`src/design/qec_pkg.sv`:
```
// package for the quadrature encoder counter: register map, field positions,
// reset values and shared state types.
// assumes a single 100 MHz system clock and a 7-bit word register address.
package qec_pkg;

  // register port geometry
  localparam int ADDR_W = 7;
  localparam int DATA_W = 32;

  // register word addresses
  localparam logic [6:0] ADDR_CONFIG = 7'h38;
  localparam logic [6:0] ADDR_POSITION = 7'h39;
  localparam logic [6:0] ADDR_SCALE = 7'h3A;
  localparam logic [6:0] ADDR_FLAGS = 7'h3B;
  localparam logic [6:0] ADDR_CAPTURE = 7'h3C;
  localparam logic [6:0] ADDR_SLIP_LIMIT = 7'h3D;
  localparam logic [6:0] ADDR_RAMP_CAPTURE = 7'h3E;

  // field widths
  localparam int CFG_W = 11;
  localparam int LIMIT_W = 20;
  localparam int FRAC_W = 16;

  // encoder_config bit positions
  localparam int CFG_DECIMAL = 10;
  localparam int CFG_LATCH_RAMP = 9;
  localparam int CFG_CLEAR_POS = 8;
  localparam int CFG_NEG_EDGE = 7;
  localparam int CFG_POS_EDGE = 6;
  localparam int CFG_ONCE = 5;
  localparam int CFG_CONT = 4;
  localparam int CFG_SKIP_AB = 3;
  localparam int CFG_POL_N = 2;
  localparam int CFG_POL_B = 1;
  localparam int CFG_POL_A = 0;

  // encoder_event_flags bit positions
  localparam int FLAG_INDEX = 0;
  localparam int FLAG_DEV = 1;

  // reset values and arithmetic constants
  localparam logic [31:0] SCALE_RESET = 32'h0001_0000;
  localparam logic [16:0] DEC_BASE = 17'h0_2710;
  localparam int SYNC_STAGES = 2;

  // index sensitivity encodings, {neg_edge, pos_edge}
  typedef enum logic [1:0] {
    QEC_IDX_LEVEL = 2'b00,
    QEC_IDX_RISE = 2'b01,
    QEC_IDX_FALL = 2'b10,
    QEC_IDX_BOTH = 2'b11
  } qec_idx_mode_t;

  // decoder state
  typedef struct packed {
    logic [2:0] s1;
    logic [2:0] s2;
    logic [1:0] prev_ab;
    logic step;
    logic up;
  } qec_dec_state_t;

  // core state
  typedef struct packed {
    logic [10:0] config_bits;
    logic [31:0] position;
    logic [15:0] frac;
    logic [31:0] scale;
    logic [1:0] flags;
    logic [31:0] capture;
    logic [31:0] ramp_capture;
    logic [19:0] slip_limit;
    logic once_armed;
    logic q_prev;
    logic [31:0] rdata;
    logic irq;
  } qec_core_state_t;

endpackage

```
`src/design/qec_dec_if.sv`:
```
// interface carrying decoded encoder levels and count strobes from the
// decoder to the counter core; both ends on the same clock.
`timescale 1ns/1ps
interface qec_dec_if;
  logic a_lvl;
  logic b_lvl;
  logic n_lvl;
  logic step;
  logic up;

  modport dec (output a_lvl, output b_lvl, output n_lvl, output step, output up);
  modport core (input a_lvl, input b_lvl, input n_lvl, input step, input up);
endinterface // qec_dec_if

```
`src/design/qec_quad_decoder.sv`:
```
// quadrature decoder: synchronises A, B and N pins and produces one count
// strobe per valid gray step. assumes pins are asynchronous to clk.
`timescale 1ns/1ps
module qec_quad_decoder #(
  parameter int STAGES = qec_pkg::SYNC_STAGES
) (
  input wire logic clk,
  input wire logic rst_n,
  input wire logic pin_a,
  input wire logic pin_b,
  input wire logic pin_n,
  qec_dec_if.dec dec
);

  initial begin
    if (STAGES != 2) begin
      $error("qec_quad_decoder: only two sync stages supported");
    end
  end

  qec_pkg::qec_dec_state_t st_reg;
  qec_pkg::qec_dec_state_t st_next;
  logic [3:0] trans;

  // sync pins, then classify the transition of the synced A/B pair
  always_comb begin
    st_next = st_reg;
    st_next.s1 = {pin_n, pin_b, pin_a};
    st_next.s2 = st_reg.s1;
    st_next.prev_ab = st_reg.s2[1:0];
    trans = {st_reg.prev_ab, st_reg.s2[1:0]};
    st_next.step = 1'b0;
    st_next.up = st_reg.up;
    // {b,a}: 00 -> 01 -> 11 -> 10 counts up, reverse counts down
    unique case (trans)
      4'b0001, 4'b0111, 4'b1110, 4'b1000: begin
        st_next.step = 1'b1;
        st_next.up = 1'b1;
      end
      4'b0010, 4'b1011, 4'b1101, 4'b0100: begin
        st_next.step = 1'b1;
        st_next.up = 1'b0;
      end
      default: begin
        st_next.step = 1'b0; // no change or double transition ignored
      end
    endcase
  end

  always_ff @(posedge clk or negedge rst_n) begin
    if (!rst_n) begin
      st_reg <= '0;
    end else begin
      st_reg <= st_next;
    end
  end

  assign dec.a_lvl = st_reg.s2[0];
  assign dec.b_lvl = st_reg.s2[1];
  assign dec.n_lvl = st_reg.s2[2];
  assign dec.step = st_reg.step;
  assign dec.up = st_reg.up;

  double_skip_a: assert property (@(posedge clk) disable iff (!rst_n)
    (st_reg.prev_ab ^ st_reg.s2[1:0]) == 2'b11 |=> !st_reg.step)
    else $error("double transition produced a count");

endmodule // qec_quad_decoder

```
`src/design/qec_counter.sv`:
```
// quadrature encoder counter: scaled position accumulator, index capture and
// clear, deviation monitor and register port.
// assumes ramp position and step/dir mode come from logic on the same clock.
`timescale 1ns/1ps

// Summary of operation
// - encoder counting and index events stop while step/dir input mode is on.
// - position is a signed 32-bit counter, readable and writable by software.
// - scale factor is signed 16.16 fixed point, resetting to one.
// - each count adds or subtracts scale; config bit 10 picks decimal fraction.
// - in decimal mode the fraction counts ten-thousandths.
// - flag bit 0 is index event, bit 1 deviation; writing one clears.
// - deviation flag cannot be cleared while deviation still exists.
// - either flag set drives the interrupt output.
// - capture register takes the position on each qualifying index event enabled by config bit 4 or 5.
// - nonzero 20-bit limit flags deviation when encoder and ramp differ more.
// - config bit 9 also captures ramp position on the index event.
// - config bit 8 zeroes the position after capturing it.
// - bits 7:6 pick level, active edge, inactive edge or both edges.
// - config bit 5 acts only on the first index event after the write.
// - config bit 4 acts on every qualifying index event.
// - bit 3 clear requires A and B polarity match; set ignores them.
// - config bit 2 sets index active level, one meaning high.
// - config bits 0 and 1 give required A and B levels.
module qec_counter (
  input wire logic clk,
  input wire logic resetn,
  input wire logic [6:0] reg_addr,
  input wire logic [31:0] reg_wdata,
  input wire logic reg_wr,
  input wire logic reg_rd,
  output logic [31:0] reg_rdata,
  input wire logic enc_a,
  input wire logic enc_b,
  input wire logic enc_n,
  input wire logic step_dir_mode,
  input wire logic [31:0] ramp_current_position,
  output logic irq
);

  // reset release through two flops
  logic rst_s1_reg;
  logic rst_n;

  always_ff @(posedge clk or negedge resetn) begin
    if (!resetn) begin
      rst_s1_reg <= 1'b0;
      rst_n <= 1'b0;
    end else begin
      rst_s1_reg <= 1'b1;
      rst_n <= rst_s1_reg;
    end
  end

  qec_dec_if dec_bus ();

  qec_quad_decoder #(
    .STAGES(qec_pkg::SYNC_STAGES)
  ) u_dec (
    .clk(clk),
    .rst_n(rst_n),
    .pin_a(enc_a),
    .pin_b(enc_b),
    .pin_n(enc_n),
    .dec(dec_bus)
  );

  qec_pkg::qec_core_state_t st_reg;
  qec_pkg::qec_core_state_t st_next;

  logic enc_active;
  logic count_en;
  logic idx_level;
  logic ab_match;
  logic idx_q;
  logic idx_evt;
  logic evt_fire;
  logic dev_cond;
  logic [32:0] diff;
  logic [32:0] diff_abs;
  logic [47:0] bin_sum;
  logic [47:0] scale_ext;
  logic [16:0] dec_t;
  logic dec_carry;
  logic [31:0] dec_int;
  logic [15:0] dec_frac;
  logic [31:0] cnt_pos;
  logic [15:0] cnt_frac;
  logic wr_config;
  logic wr_position;
  logic wr_flags;
  logic [1:0] flag_set;
  logic [31:0] rd_mux;

  // encoder logic sleeps in step/dir mode
  assign enc_active = !step_dir_mode;
  assign count_en = enc_active && dec_bus.step;

  // index qualification from synced N, A and B levels
  assign idx_level = dec_bus.n_lvl == st_reg.config_bits[qec_pkg::CFG_POL_N];
  assign ab_match = st_reg.config_bits[qec_pkg::CFG_SKIP_AB] ||
    ((dec_bus.a_lvl == st_reg.config_bits[qec_pkg::CFG_POL_A]) &&
     (dec_bus.b_lvl == st_reg.config_bits[qec_pkg::CFG_POL_B]));
  assign idx_q = idx_level && ab_match;

  // sensitivity select on the qualified index level
  always_comb begin
    unique case (qec_pkg::qec_idx_mode_t'(st_reg.config_bits[7:6]))
      qec_pkg::QEC_IDX_LEVEL: idx_evt = idx_q;
      qec_pkg::QEC_IDX_RISE: idx_evt = idx_q && !st_reg.q_prev;
      qec_pkg::QEC_IDX_FALL: idx_evt = !idx_q && st_reg.q_prev;
      qec_pkg::QEC_IDX_BOTH: idx_evt = idx_q ^ st_reg.q_prev;
    endcase
  end

  // capture fires continuously or once after arming
  assign evt_fire = enc_active && idx_evt &&
    (st_reg.config_bits[qec_pkg::CFG_CONT] || st_reg.once_armed);

  // deviation between encoder count and ramp position
  assign diff = {st_reg.position[31], st_reg.position} -
    {ramp_current_position[31], ramp_current_position};
  assign diff_abs = diff[32] ? 33'(-diff) : diff;
  assign dev_cond = (st_reg.slip_limit != 20'h0_0000) &&
    (diff_abs > {13'h0000, st_reg.slip_limit});

  // binary accumulate: 32.16 position plus or minus sign-extended 16.16 scale
  assign scale_ext = {{16{st_reg.scale[31]}}, st_reg.scale};
  assign bin_sum = dec_bus.up ? {st_reg.position, st_reg.frac} + scale_ext
                              : {st_reg.position, st_reg.frac} - scale_ext;

  // decimal accumulate: fraction in ten-thousandths with carry or borrow
  assign dec_int = {{16{st_reg.scale[31]}}, st_reg.scale[31:16]};
  always_comb begin
    dec_t = 17'h0_0000;
    dec_carry = 1'b0;
    dec_frac = st_reg.frac;
    if (dec_bus.up) begin
      dec_t = {1'b0, st_reg.frac} + {1'b0, st_reg.scale[15:0]};
      dec_carry = dec_t >= qec_pkg::DEC_BASE;
      dec_frac = dec_carry ? 16'(dec_t - qec_pkg::DEC_BASE) : dec_t[15:0];
    end else begin
      dec_t = {1'b0, st_reg.frac} - {1'b0, st_reg.scale[15:0]};
      dec_carry = dec_t[16];
      dec_frac = dec_carry ? 16'(dec_t + qec_pkg::DEC_BASE) : dec_t[15:0];
    end
  end

  // pick the count result for the selected fraction base
  always_comb begin
    if (st_reg.config_bits[qec_pkg::CFG_DECIMAL]) begin
      cnt_frac = dec_frac;
      if (dec_bus.up) begin
        cnt_pos = st_reg.position + dec_int + {31'h0000_0000, dec_carry};
      end else begin
        cnt_pos = st_reg.position - dec_int - {31'h0000_0000, dec_carry};
      end
    end else begin
      cnt_pos = bin_sum[47:16];
      cnt_frac = bin_sum[15:0];
    end
  end

  // register write decodes
  assign wr_config = reg_wr && (reg_addr == qec_pkg::ADDR_CONFIG);
  assign wr_position = reg_wr && (reg_addr == qec_pkg::ADDR_POSITION);
  assign wr_flags = reg_wr && (reg_addr == qec_pkg::ADDR_FLAGS);

  // hardware flag sources
  assign flag_set[qec_pkg::FLAG_INDEX] = enc_active && idx_evt;
  assign flag_set[qec_pkg::FLAG_DEV] = dev_cond;

  // read mux; write-only registers read as zero
  always_comb begin
    unique case (reg_addr)
      qec_pkg::ADDR_CONFIG: rd_mux = {21'h00_0000, st_reg.config_bits};
      qec_pkg::ADDR_POSITION: rd_mux = st_reg.position;
      qec_pkg::ADDR_FLAGS: rd_mux = {30'h0000_0000, st_reg.flags};
      qec_pkg::ADDR_CAPTURE: rd_mux = st_reg.capture;
      qec_pkg::ADDR_RAMP_CAPTURE: rd_mux = st_reg.ramp_capture;
      default: rd_mux = 32'h0000_0000;
    endcase
  end

  // next state
  always_comb begin
    st_next = st_reg;
    st_next.q_prev = idx_q;
    // scaled counting
    if (count_en) begin
      st_next.position = cnt_pos;
      st_next.frac = cnt_frac;
    end
    // index action: capture, optional ramp capture and clear
    if (evt_fire) begin
      st_next.capture = st_reg.position;
      if (st_reg.config_bits[qec_pkg::CFG_LATCH_RAMP]) begin
        st_next.ramp_capture = ramp_current_position;
      end
      if (st_reg.config_bits[qec_pkg::CFG_CLEAR_POS]) begin
        st_next.position = 32'h0000_0000;
        st_next.frac = 16'h0000;
      end
      st_next.once_armed = 1'b0;
    end
    // software writes take priority over counting
    if (wr_config) begin
      st_next.config_bits = reg_wdata[10:0];
      st_next.once_armed = reg_wdata[qec_pkg::CFG_ONCE];
    end
    if (wr_position) begin
      st_next.position = reg_wdata;
      st_next.frac = 16'h0000;
    end
    if (reg_wr && (reg_addr == qec_pkg::ADDR_SCALE)) begin
      st_next.scale = reg_wdata;
    end
    if (reg_wr && (reg_addr == qec_pkg::ADDR_SLIP_LIMIT)) begin
      st_next.slip_limit = reg_wdata[19:0];
    end
    // write-one clear, set wins; deviation holds while present
    if (wr_flags) begin
      st_next.flags = (st_reg.flags & ~reg_wdata[1:0]) | flag_set;
    end else begin
      st_next.flags = st_reg.flags | flag_set;
    end
    st_next.irq = |st_next.flags;
    st_next.rdata = reg_rd ? rd_mux : 32'h0000_0000;
  end

  always_ff @(posedge clk or negedge rst_n) begin
    if (!rst_n) begin
      st_reg <= '0;
      st_reg.scale <= qec_pkg::SCALE_RESET;
    end else begin
      st_reg <= st_next;
    end
  end

  assign reg_rdata = st_reg.rdata;
  assign irq = st_reg.irq;

  // checks

  irq_follows_flags_a: assert property (@(posedge clk) disable iff (!rst_n)
    st_reg.flags != 2'b00 && !wr_flags |-> irq)
    else $error("interrupt low while a flag is set");

  capture_on_index_a: assert property (@(posedge clk) disable iff (!rst_n)
    evt_fire |=> st_reg.capture == $past(st_reg.position))
    else $error("capture missed position on index event");

  ramp_capture_a: assert property (@(posedge clk) disable iff (!rst_n)
    evt_fire && st_reg.config_bits[9] |=> st_reg.ramp_capture == $past(ramp_current_position))
    else $error("ramp position not captured");

  index_clear_a: assert property (@(posedge clk) disable iff (!rst_n)
    evt_fire && st_reg.config_bits[8] && !wr_position |=> st_reg.position == 32'h0000_0000)
    else $error("position not cleared on index event");

  once_disarm_a: assert property (@(posedge clk) disable iff (!rst_n)
    evt_fire && !wr_config ##1 !st_reg.config_bits[4] && idx_evt && !wr_config
      |-> !evt_fire)
    else $error("single-shot capture fired twice");

  stepdir_idle_a: assert property (@(posedge clk) disable iff (!rst_n)
    step_dir_mode && !wr_position |=> $stable(st_reg.position) && !$rose(st_reg.flags[0]))
    else $error("encoder active in step/dir mode");

  dev_sticky_a: assert property (@(posedge clk) disable iff (!rst_n)
    dev_cond |=> st_reg.flags[1] && irq)
    else $error("deviation flag cleared while deviation present");

  binary_step_a: assert property (@(posedge clk) disable iff (!rst_n)
    count_en && dec_bus.up && !st_reg.config_bits[10] && !evt_fire && !wr_position
      |=> {st_reg.position, st_reg.frac} ==
          $past({st_reg.position, st_reg.frac}) + $past(scale_ext))
    else $error("binary accumulate wrong");

  rise_edge_a: assert property (@(posedge clk) disable iff (!rst_n)
    st_reg.config_bits[7:6] == 2'b01 && idx_evt |-> idx_q && !st_reg.q_prev)
    else $error("rising sensitivity fired without a rising edge");

  flags_read_a: assert property (@(posedge clk) disable iff (!rst_n)
    reg_rd && reg_addr == qec_pkg::ADDR_FLAGS
      |=> reg_rdata == {30'h0000_0000, $past(st_reg.flags)})
    else $error("flag read data wrong");

  // index qualification, sensitivity, capture and clear checks

  level_event_a: assert property (@(posedge clk) disable iff (!rst_n)
    enc_active && st_reg.config_bits[7:6] == 2'b00 && idx_q
      |=> st_reg.flags[qec_pkg::FLAG_INDEX])
    else $error("level sensitivity missed an index");

  fall_edge_a: assert property (@(posedge clk) disable iff (!rst_n)
    enc_active && st_reg.config_bits[7:6] == 2'b10 && !idx_q && st_reg.q_prev
      |=> st_reg.flags[qec_pkg::FLAG_INDEX])
    else $error("falling sensitivity missed an index");

  pol_block_a: assert property (@(posedge clk) disable iff (!rst_n)
    dec_bus.n_lvl != st_reg.config_bits[qec_pkg::CFG_POL_N] && !st_reg.q_prev |-> !idx_evt)
    else $error("index event at the inactive level");

  ab_block_a: assert property (@(posedge clk) disable iff (!rst_n)
    !st_reg.config_bits[qec_pkg::CFG_SKIP_AB] && !st_reg.q_prev &&
    (dec_bus.a_lvl != st_reg.config_bits[qec_pkg::CFG_POL_A] ||
     dec_bus.b_lvl != st_reg.config_bits[qec_pkg::CFG_POL_B]) |-> !idx_evt)
    else $error("index event with a/b mismatch");

  skip_ab_a: assert property (@(posedge clk) disable iff (!rst_n)
    enc_active && st_reg.config_bits[qec_pkg::CFG_SKIP_AB] && idx_level &&
    st_reg.config_bits[7:6] == 2'b00 |=> st_reg.flags[qec_pkg::FLAG_INDEX])
    else $error("a/b levels not ignored");

  cont_capture_a: assert property (@(posedge clk) disable iff (!rst_n)
    enc_active && idx_evt && st_reg.config_bits[qec_pkg::CFG_CONT]
      |=> st_reg.capture == $past(st_reg.position))
    else $error("continuous mode skipped an index");

  no_clear_a: assert property (@(posedge clk) disable iff (!rst_n)
    evt_fire && !st_reg.config_bits[qec_pkg::CFG_CLEAR_POS] && !count_en && !wr_position
      |=> $stable(st_reg.position))
    else $error("position cleared with clear off");

  // register write, arithmetic and deviation checks

  pos_write_a: assert property (@(posedge clk) disable iff (!rst_n)
    wr_position |=> st_reg.position == $past(reg_wdata))
    else $error("position write lost");

  scale_write_a: assert property (@(posedge clk) disable iff (!rst_n)
    reg_wr && reg_addr == qec_pkg::ADDR_SCALE |=> st_reg.scale == $past(reg_wdata))
    else $error("scale write lost");

  dec_frac_a: assert property (@(posedge clk) disable iff (!rst_n)
    count_en && st_reg.config_bits[qec_pkg::CFG_DECIMAL] && !evt_fire && !wr_position &&
    {1'b0, st_reg.frac} < qec_pkg::DEC_BASE && {1'b0, st_reg.scale[15:0]} < qec_pkg::DEC_BASE
      |=> {1'b0, st_reg.frac} < qec_pkg::DEC_BASE)
    else $error("decimal fraction out of range");

  limit_off_a: assert property (@(posedge clk) disable iff (!rst_n)
    st_reg.slip_limit == 20'h0_0000 && !st_reg.flags[qec_pkg::FLAG_DEV]
      |=> !st_reg.flags[qec_pkg::FLAG_DEV])
    else $error("deviation flagged with check off");

  dev_clear_a: assert property (@(posedge clk) disable iff (!rst_n)
    wr_flags && reg_wdata[qec_pkg::FLAG_DEV] && !dev_cond |=> !st_reg.flags[qec_pkg::FLAG_DEV])
    else $error("deviation flag not cleared");

endmodule // qec_counter

```
`config.mk`:
```
export PLATFORM = sky130hd
export DESIGN_NAME = qec_counter
export DESIGN_NICKNAME = d
export VERILOG_FILES = /design/src/design/qec_pkg.sv /design/src/design/qec_dec_if.sv /design/src/design/qec_quad_decoder.sv /design/src/design/qec_counter.sv
export SDC_FILE = /design/constraint.sdc
export NUM_CORES = 1
export LEC_CHECK = 0
export BUFFER_PORTS_ARGS = -buffer_cell sky130_fd_sc_hd__buf_2
export CAP_MARGIN = 20
export CORE_UTILIZATION = 23
export DETAILED_ROUTE_END_ITERATION = 16
export SETUP_SLACK_MARGIN = 0.5
export SKIP_LAST_GASP = 1
export SYNTH_ARGS = -nofsm -noshare
export SYNTH_HDL_FRONTEND = slang
export SYNTH_SLANG_ARGS = --single-unit
```
`constraint.sdc`:
```
create_clock -name clk -period 12.4 [get_ports clk]
set_clock_uncertainty 0.05 [all_clocks]
set_input_delay 0.62 -clock clk [delete_from_list [all_inputs] [get_ports clk]]
set_output_delay 0.62 -clock clk [all_outputs]
set_load 0.01 [all_outputs]
```
# Word level (Yosys, flattened, before mapping)
# Cells that the tools add are included.
# classes
addsub	12
n_lt_le_gt_ge	2
eq_ne	21
n_mux	21
bitwise	5
n_reduce_logical	27
# op_table
op	n
48-bit 2-to-1 mux	5
32-bit one-hot mux with 5 select lines	1
32-bit 2-to-1 mux	3
16-bit 2-to-1 mux	4
7-bit by 6-bit equality test with 1-bit output, second input constant	7
48-bit adder	1
48-bit subtractor	1
33-bit by 20-bit greater-than comparator with 1-bit output	1
33-bit 2-to-1 mux	1
33-bit negator	1
32-bit by 32-bit subtractor with 33-bit output	1
32-bit by 1-bit adder with 32-bit output	1
32-bit adder	1
32-bit by 1-bit subtractor with 32-bit output	1
32-bit subtractor	1
20-bit nonzero test	1
16-bit by 16-bit adder with 17-bit output	1
17-bit by 14-bit >= comparator with 1-bit output, second input constant	1
16-bit by 16-bit subtractor with 17-bit output	1
16-bit by 14-bit adder with 16-bit output, second input constant	1
4-bit equality test, second input constant	4
16-bit by 14-bit subtractor with 16-bit output, second input constant	1
1-bit logical AND	13
4-bit by 3-bit equality test with 1-bit output, second input constant	2
21 further kinds	33
# totals
reg_bits	224
out_inout_bits	33
elab_cells	107

# Logic depth before layout (Yosys ltp)
# logic_depth
word_depth	11
mapped_depth	32
mapped_depth_nobuf	31

# By module
# From an unflattened synthesis, not the netlist that was laid out.
# hier_totals
cells_unflattened	2671
area_unflattened_um2	21509.4
# modules_own_cells
module	n_inst	cells_per_inst	area_each_um2	seq_area_each_um2
qec_counter	1	2657	21221.6	5356.4
qec_quad_decoder	1	14	287.8	250.2

# Worst setup path after synthesis
# Ideal clock, no wire load.
# synth_path
kind	register -> register
start	reg st_reg, in the netlist scale_ext[0]
end	reg st_reg[199] in the netlist's numbering
setup_ps	124
arrival_time_ps	6277
slack_ps	5949
path_stages_with_launch	33
period_less_slack_ps	6451
path_cell_list	dfrtp_1 > ha_1 > inv_1 > fa_1 > o21bai_1 > a21oi_1 > o21ai_0 > a21oi_1 > o2111ai_1 > nand2_1 > o21ai_0 > a31oi_1 > or2_2 > clkbuf_1 > mux2i_1 > inv_1 > fa_1 > inv_1 > ha_1 > nor2_1 > fa_1 > nand2_1 > a21oi_1 > o21ai_0 > a31oi_1 > a31o_2 > a21oi_1 > a2111oi_0 > o21bai_1 > a21oi_1 > xor2_1 > nor2_1 > o31a_1
# synth_lines
element	line_no	source
start: declaration	qec_counter.sv:68	qec_pkg::qec_core_state_t st_reg;
start signal: assignment	qec_counter.sv:236	st_reg <= st_next;

==> metrics.txt <==
Psw=3210 uW; clk slew on worst S/H paths=0.08 ns; RePlAce Congestion=0.922; Synth warnings=0; worst-case vdd ir drop=142 uV; CTS tree=yes; Post-Syn Area=about 22000 sq um; Max-Cap Viols=0; outcome=complete, no violations; type of the worst setup path=flop to flop; Hold Buf Count CTS=1; hold_ws=0.0889 ns; Seq/Total Area, Yosys=about 26%; switching portion of total power=49.8%; nets=3057; Sink Count=224; drt pass-1 iters=8; Largest register FFs=147; clock share of power=roughly 15%; Fmax=125 MHz; Worst setup endpoint=st_reg[198]; Reg2Reg Depth=27; number of port buffers=about 110; Num CTS Buffers=29; RR Startpoint=scale_ext[0]; worst hold path type=input pin to flop; Req. time, crit path=~13 ns; commonest non-fill, non-tap cell in the layout=o21ai_0; Initial Utilization=between 20% and 30%; final worst-path cycle share=64.6%; layout cells sized above 1=9.65%; sequential share of power=~17%; post-cts sizing count=0; cells after synthesis=2719; vias in the first global route=roughly 20k; Diodes inserted=0; Chip Height=310 um; EDFF count, synth=0; WP data arrival=8.43 ns; Least-Margin Pin Slew=roughly 1.1 ns; Gate power share=between 60 and 70%; Worst R2R End=st_reg[198]; crit end category=flop; WL per Instance=19.3 um; final setup vio count=0; Worst setup SP type=flop; dpl hpwl=61000 um; Max FO, Critical Path=8; area of the die=96000 sq um; Syn Area/Cell=8.01 sq um; Internal Power=3240 uW; Post-synth ARST share=100%; Remaining DRCs=0; Distinct cells, synth=90; P_leak=0.0109 uW; Synth-to-Final Area Change=13.0%; Yosys reg bits=224; routed vias/inst=~5.1; die width=310 um; Final TNS setup=0 ns; relative slew slack=26.1%; post-layout minimum cycle time=8.01 ns; Core Region=93600 sq um; routed vias=20.3k; largest net degree at the start of global routing=68; clk root buf=clkbuf_16; Clock Tree Buf Depth=3; initial antenna violation count=14; pwr dens=262 nW/um^2; max-slew violations=0; Hold Violations, Final=0; Site Rows=112; first-pass GRT wire length=117000 um; top_reg_cell synth=dfrtp_1; Post-CTS Setup Repair Bufs=0; CTS H-tree depth=1; global-route usage over all layers=15.8%; drt total wl=77500 um; Ports=112; Iter 0 DRT Violations=roughly 1.6k; commonest cells after routing, fill and taps aside=286 x o21ai_0, 260 x nand2_1, 226 x ha_1, 221 x dfrtp_1, 216 x inv_1; reg2reg setup slack=4.39 ns; gr ovfl total=0; Crit. Startpoint=scale_ext[0]; Routed Antenna Nets=0; RSZ-0062 raised after global routing=false; worst-skew pair later-pin latency=0.59 ns; post-synth net total=3032
## cell type report
type,count,area [sq um]
Clock buffer,31,743
Clock inverter,23,349
Fill cell,10323,69000
Inverter,217,815
Multi-Input combinational cell,2137,14800
Sequential cell,224,5610
Tap cell,1254,1570
Timing Repair Buffer,135,738
## cells in the mapped netlist, types with 40 or more instances
| cell type | number | area (sq um) |
|---|---|---|
| ha_1 | 226 | 2830 |
| a21o_1 | 83 | 623 |
| dfrtp_1 | 223 | 5580 |
| nand2_1 | 261 | 980 |
| xnor2_1 | 150 | 1310 |
| a21oi_1 | 194 | 971 |
| inv_1 | 216 | 811 |
| o21ai_0 | 286 | 1430 |
| nor2_1 | 200 | 751 |
| clkbuf_1 | 103 | 387 |
| xor2_1 | 59 | 517 |
| a211oi_1 | 40 | 300 |
## cell families (layout without fill, tap and decap cells)
kind of cell / count (synthesis) / after routing / share of synthesized area (%)
AOI/OAI and AO/OA: 908 / 908 / 26.9
xor gates and xnor gates: 209 / 209 / 8.40
adders and majority gates: 234 / 234 / 13.7
buffers and inverters: 358 / 406 / 6.77
DFF: 224 / 224 / 25.7
muxes: 55 / 55 / 2.78
other: 1 / 1 / 0.0172
and+or+nand+nor: 730 / 730 / 15.7
## layer usage
metal  track usage (%)  vias up  wire length (um)
li1                  -     9765                 -
met5                 0        -               140
met3              2.92      131              5190
met4              4.70       24              2310
met2              26.4      640             35500
met1              20.5     9768             34300
## worst min-delay path by stage
stage | depth (start not counted) | end | startpoint | slack (ns)
detailed placement | 0 | rst_n | rst_s1_reg | 0.29
global placement | 0 | rst_n | rst_s1_reg | 0.29
finish | 1 | u_dec.st_next[6] | enc_n | 0.09
CTS | 1 | u_dec.st_next[6] | enc_n | 0.06
floorplan | 0 | rst_n | resetn | 0.27
global route | 1 | u_dec.st_next[6] | enc_n | 0.08
## worst max-delay path, stage by stage, from the launching register on
cell	delay, ns
dfrtp_1	0.39
ha_1	0.24
inv_1	0.10
fa_1	0.40
o21bai_1	0.17
a21oi_1	0.14
o21ai_0	0.40
a21oi_1	0.21
o2111ai_1	0.14
nand2_1	0.09
o21ai_0	0.43
a31oi_1	0.25
or2_2	0.45
mux2i_1	0.35
inv_1	0.11
fa_1	0.40
a21oi_1	0.17
or4_1	0.15
o211ai_1	0.11
a221oi_1	0.60
o31ai_1	0.33
a2111oi_0	0.68
o41ai_1	0.22
o41ai_1	0.62
xnor2_1	0.13
o22ai_1	0.19
a211oi_1	0.08
a221o_1	0.28
## power by group through the flow
stage	sequential (uW)	combinational, uW	clock, uW
detailed placement	1130	4270	0
global placement	1120	4250	0
floorplan	1010	3360	0
finish	1120	4350	981
global route	1140	4810	1020
CTS	1110	4300	999
## per-stage QoR
step                setup WS [ns]  utilization [%]  cells  cell area (sq um)  total power [uW]
global placement             4.79             25.1   3966              23500              5370
CTS                          4.52             26.3   4021              24600              6410
global route                 3.85             26.3   4021              24600              6970
finish                       4.39             26.3   4021              24600              6450
detailed placement           4.56             25.1   3966              23500              5400
floorplan                    5.65                -   2719              21800              4360
Note: power is estimated with default switching activity, not from simulation.
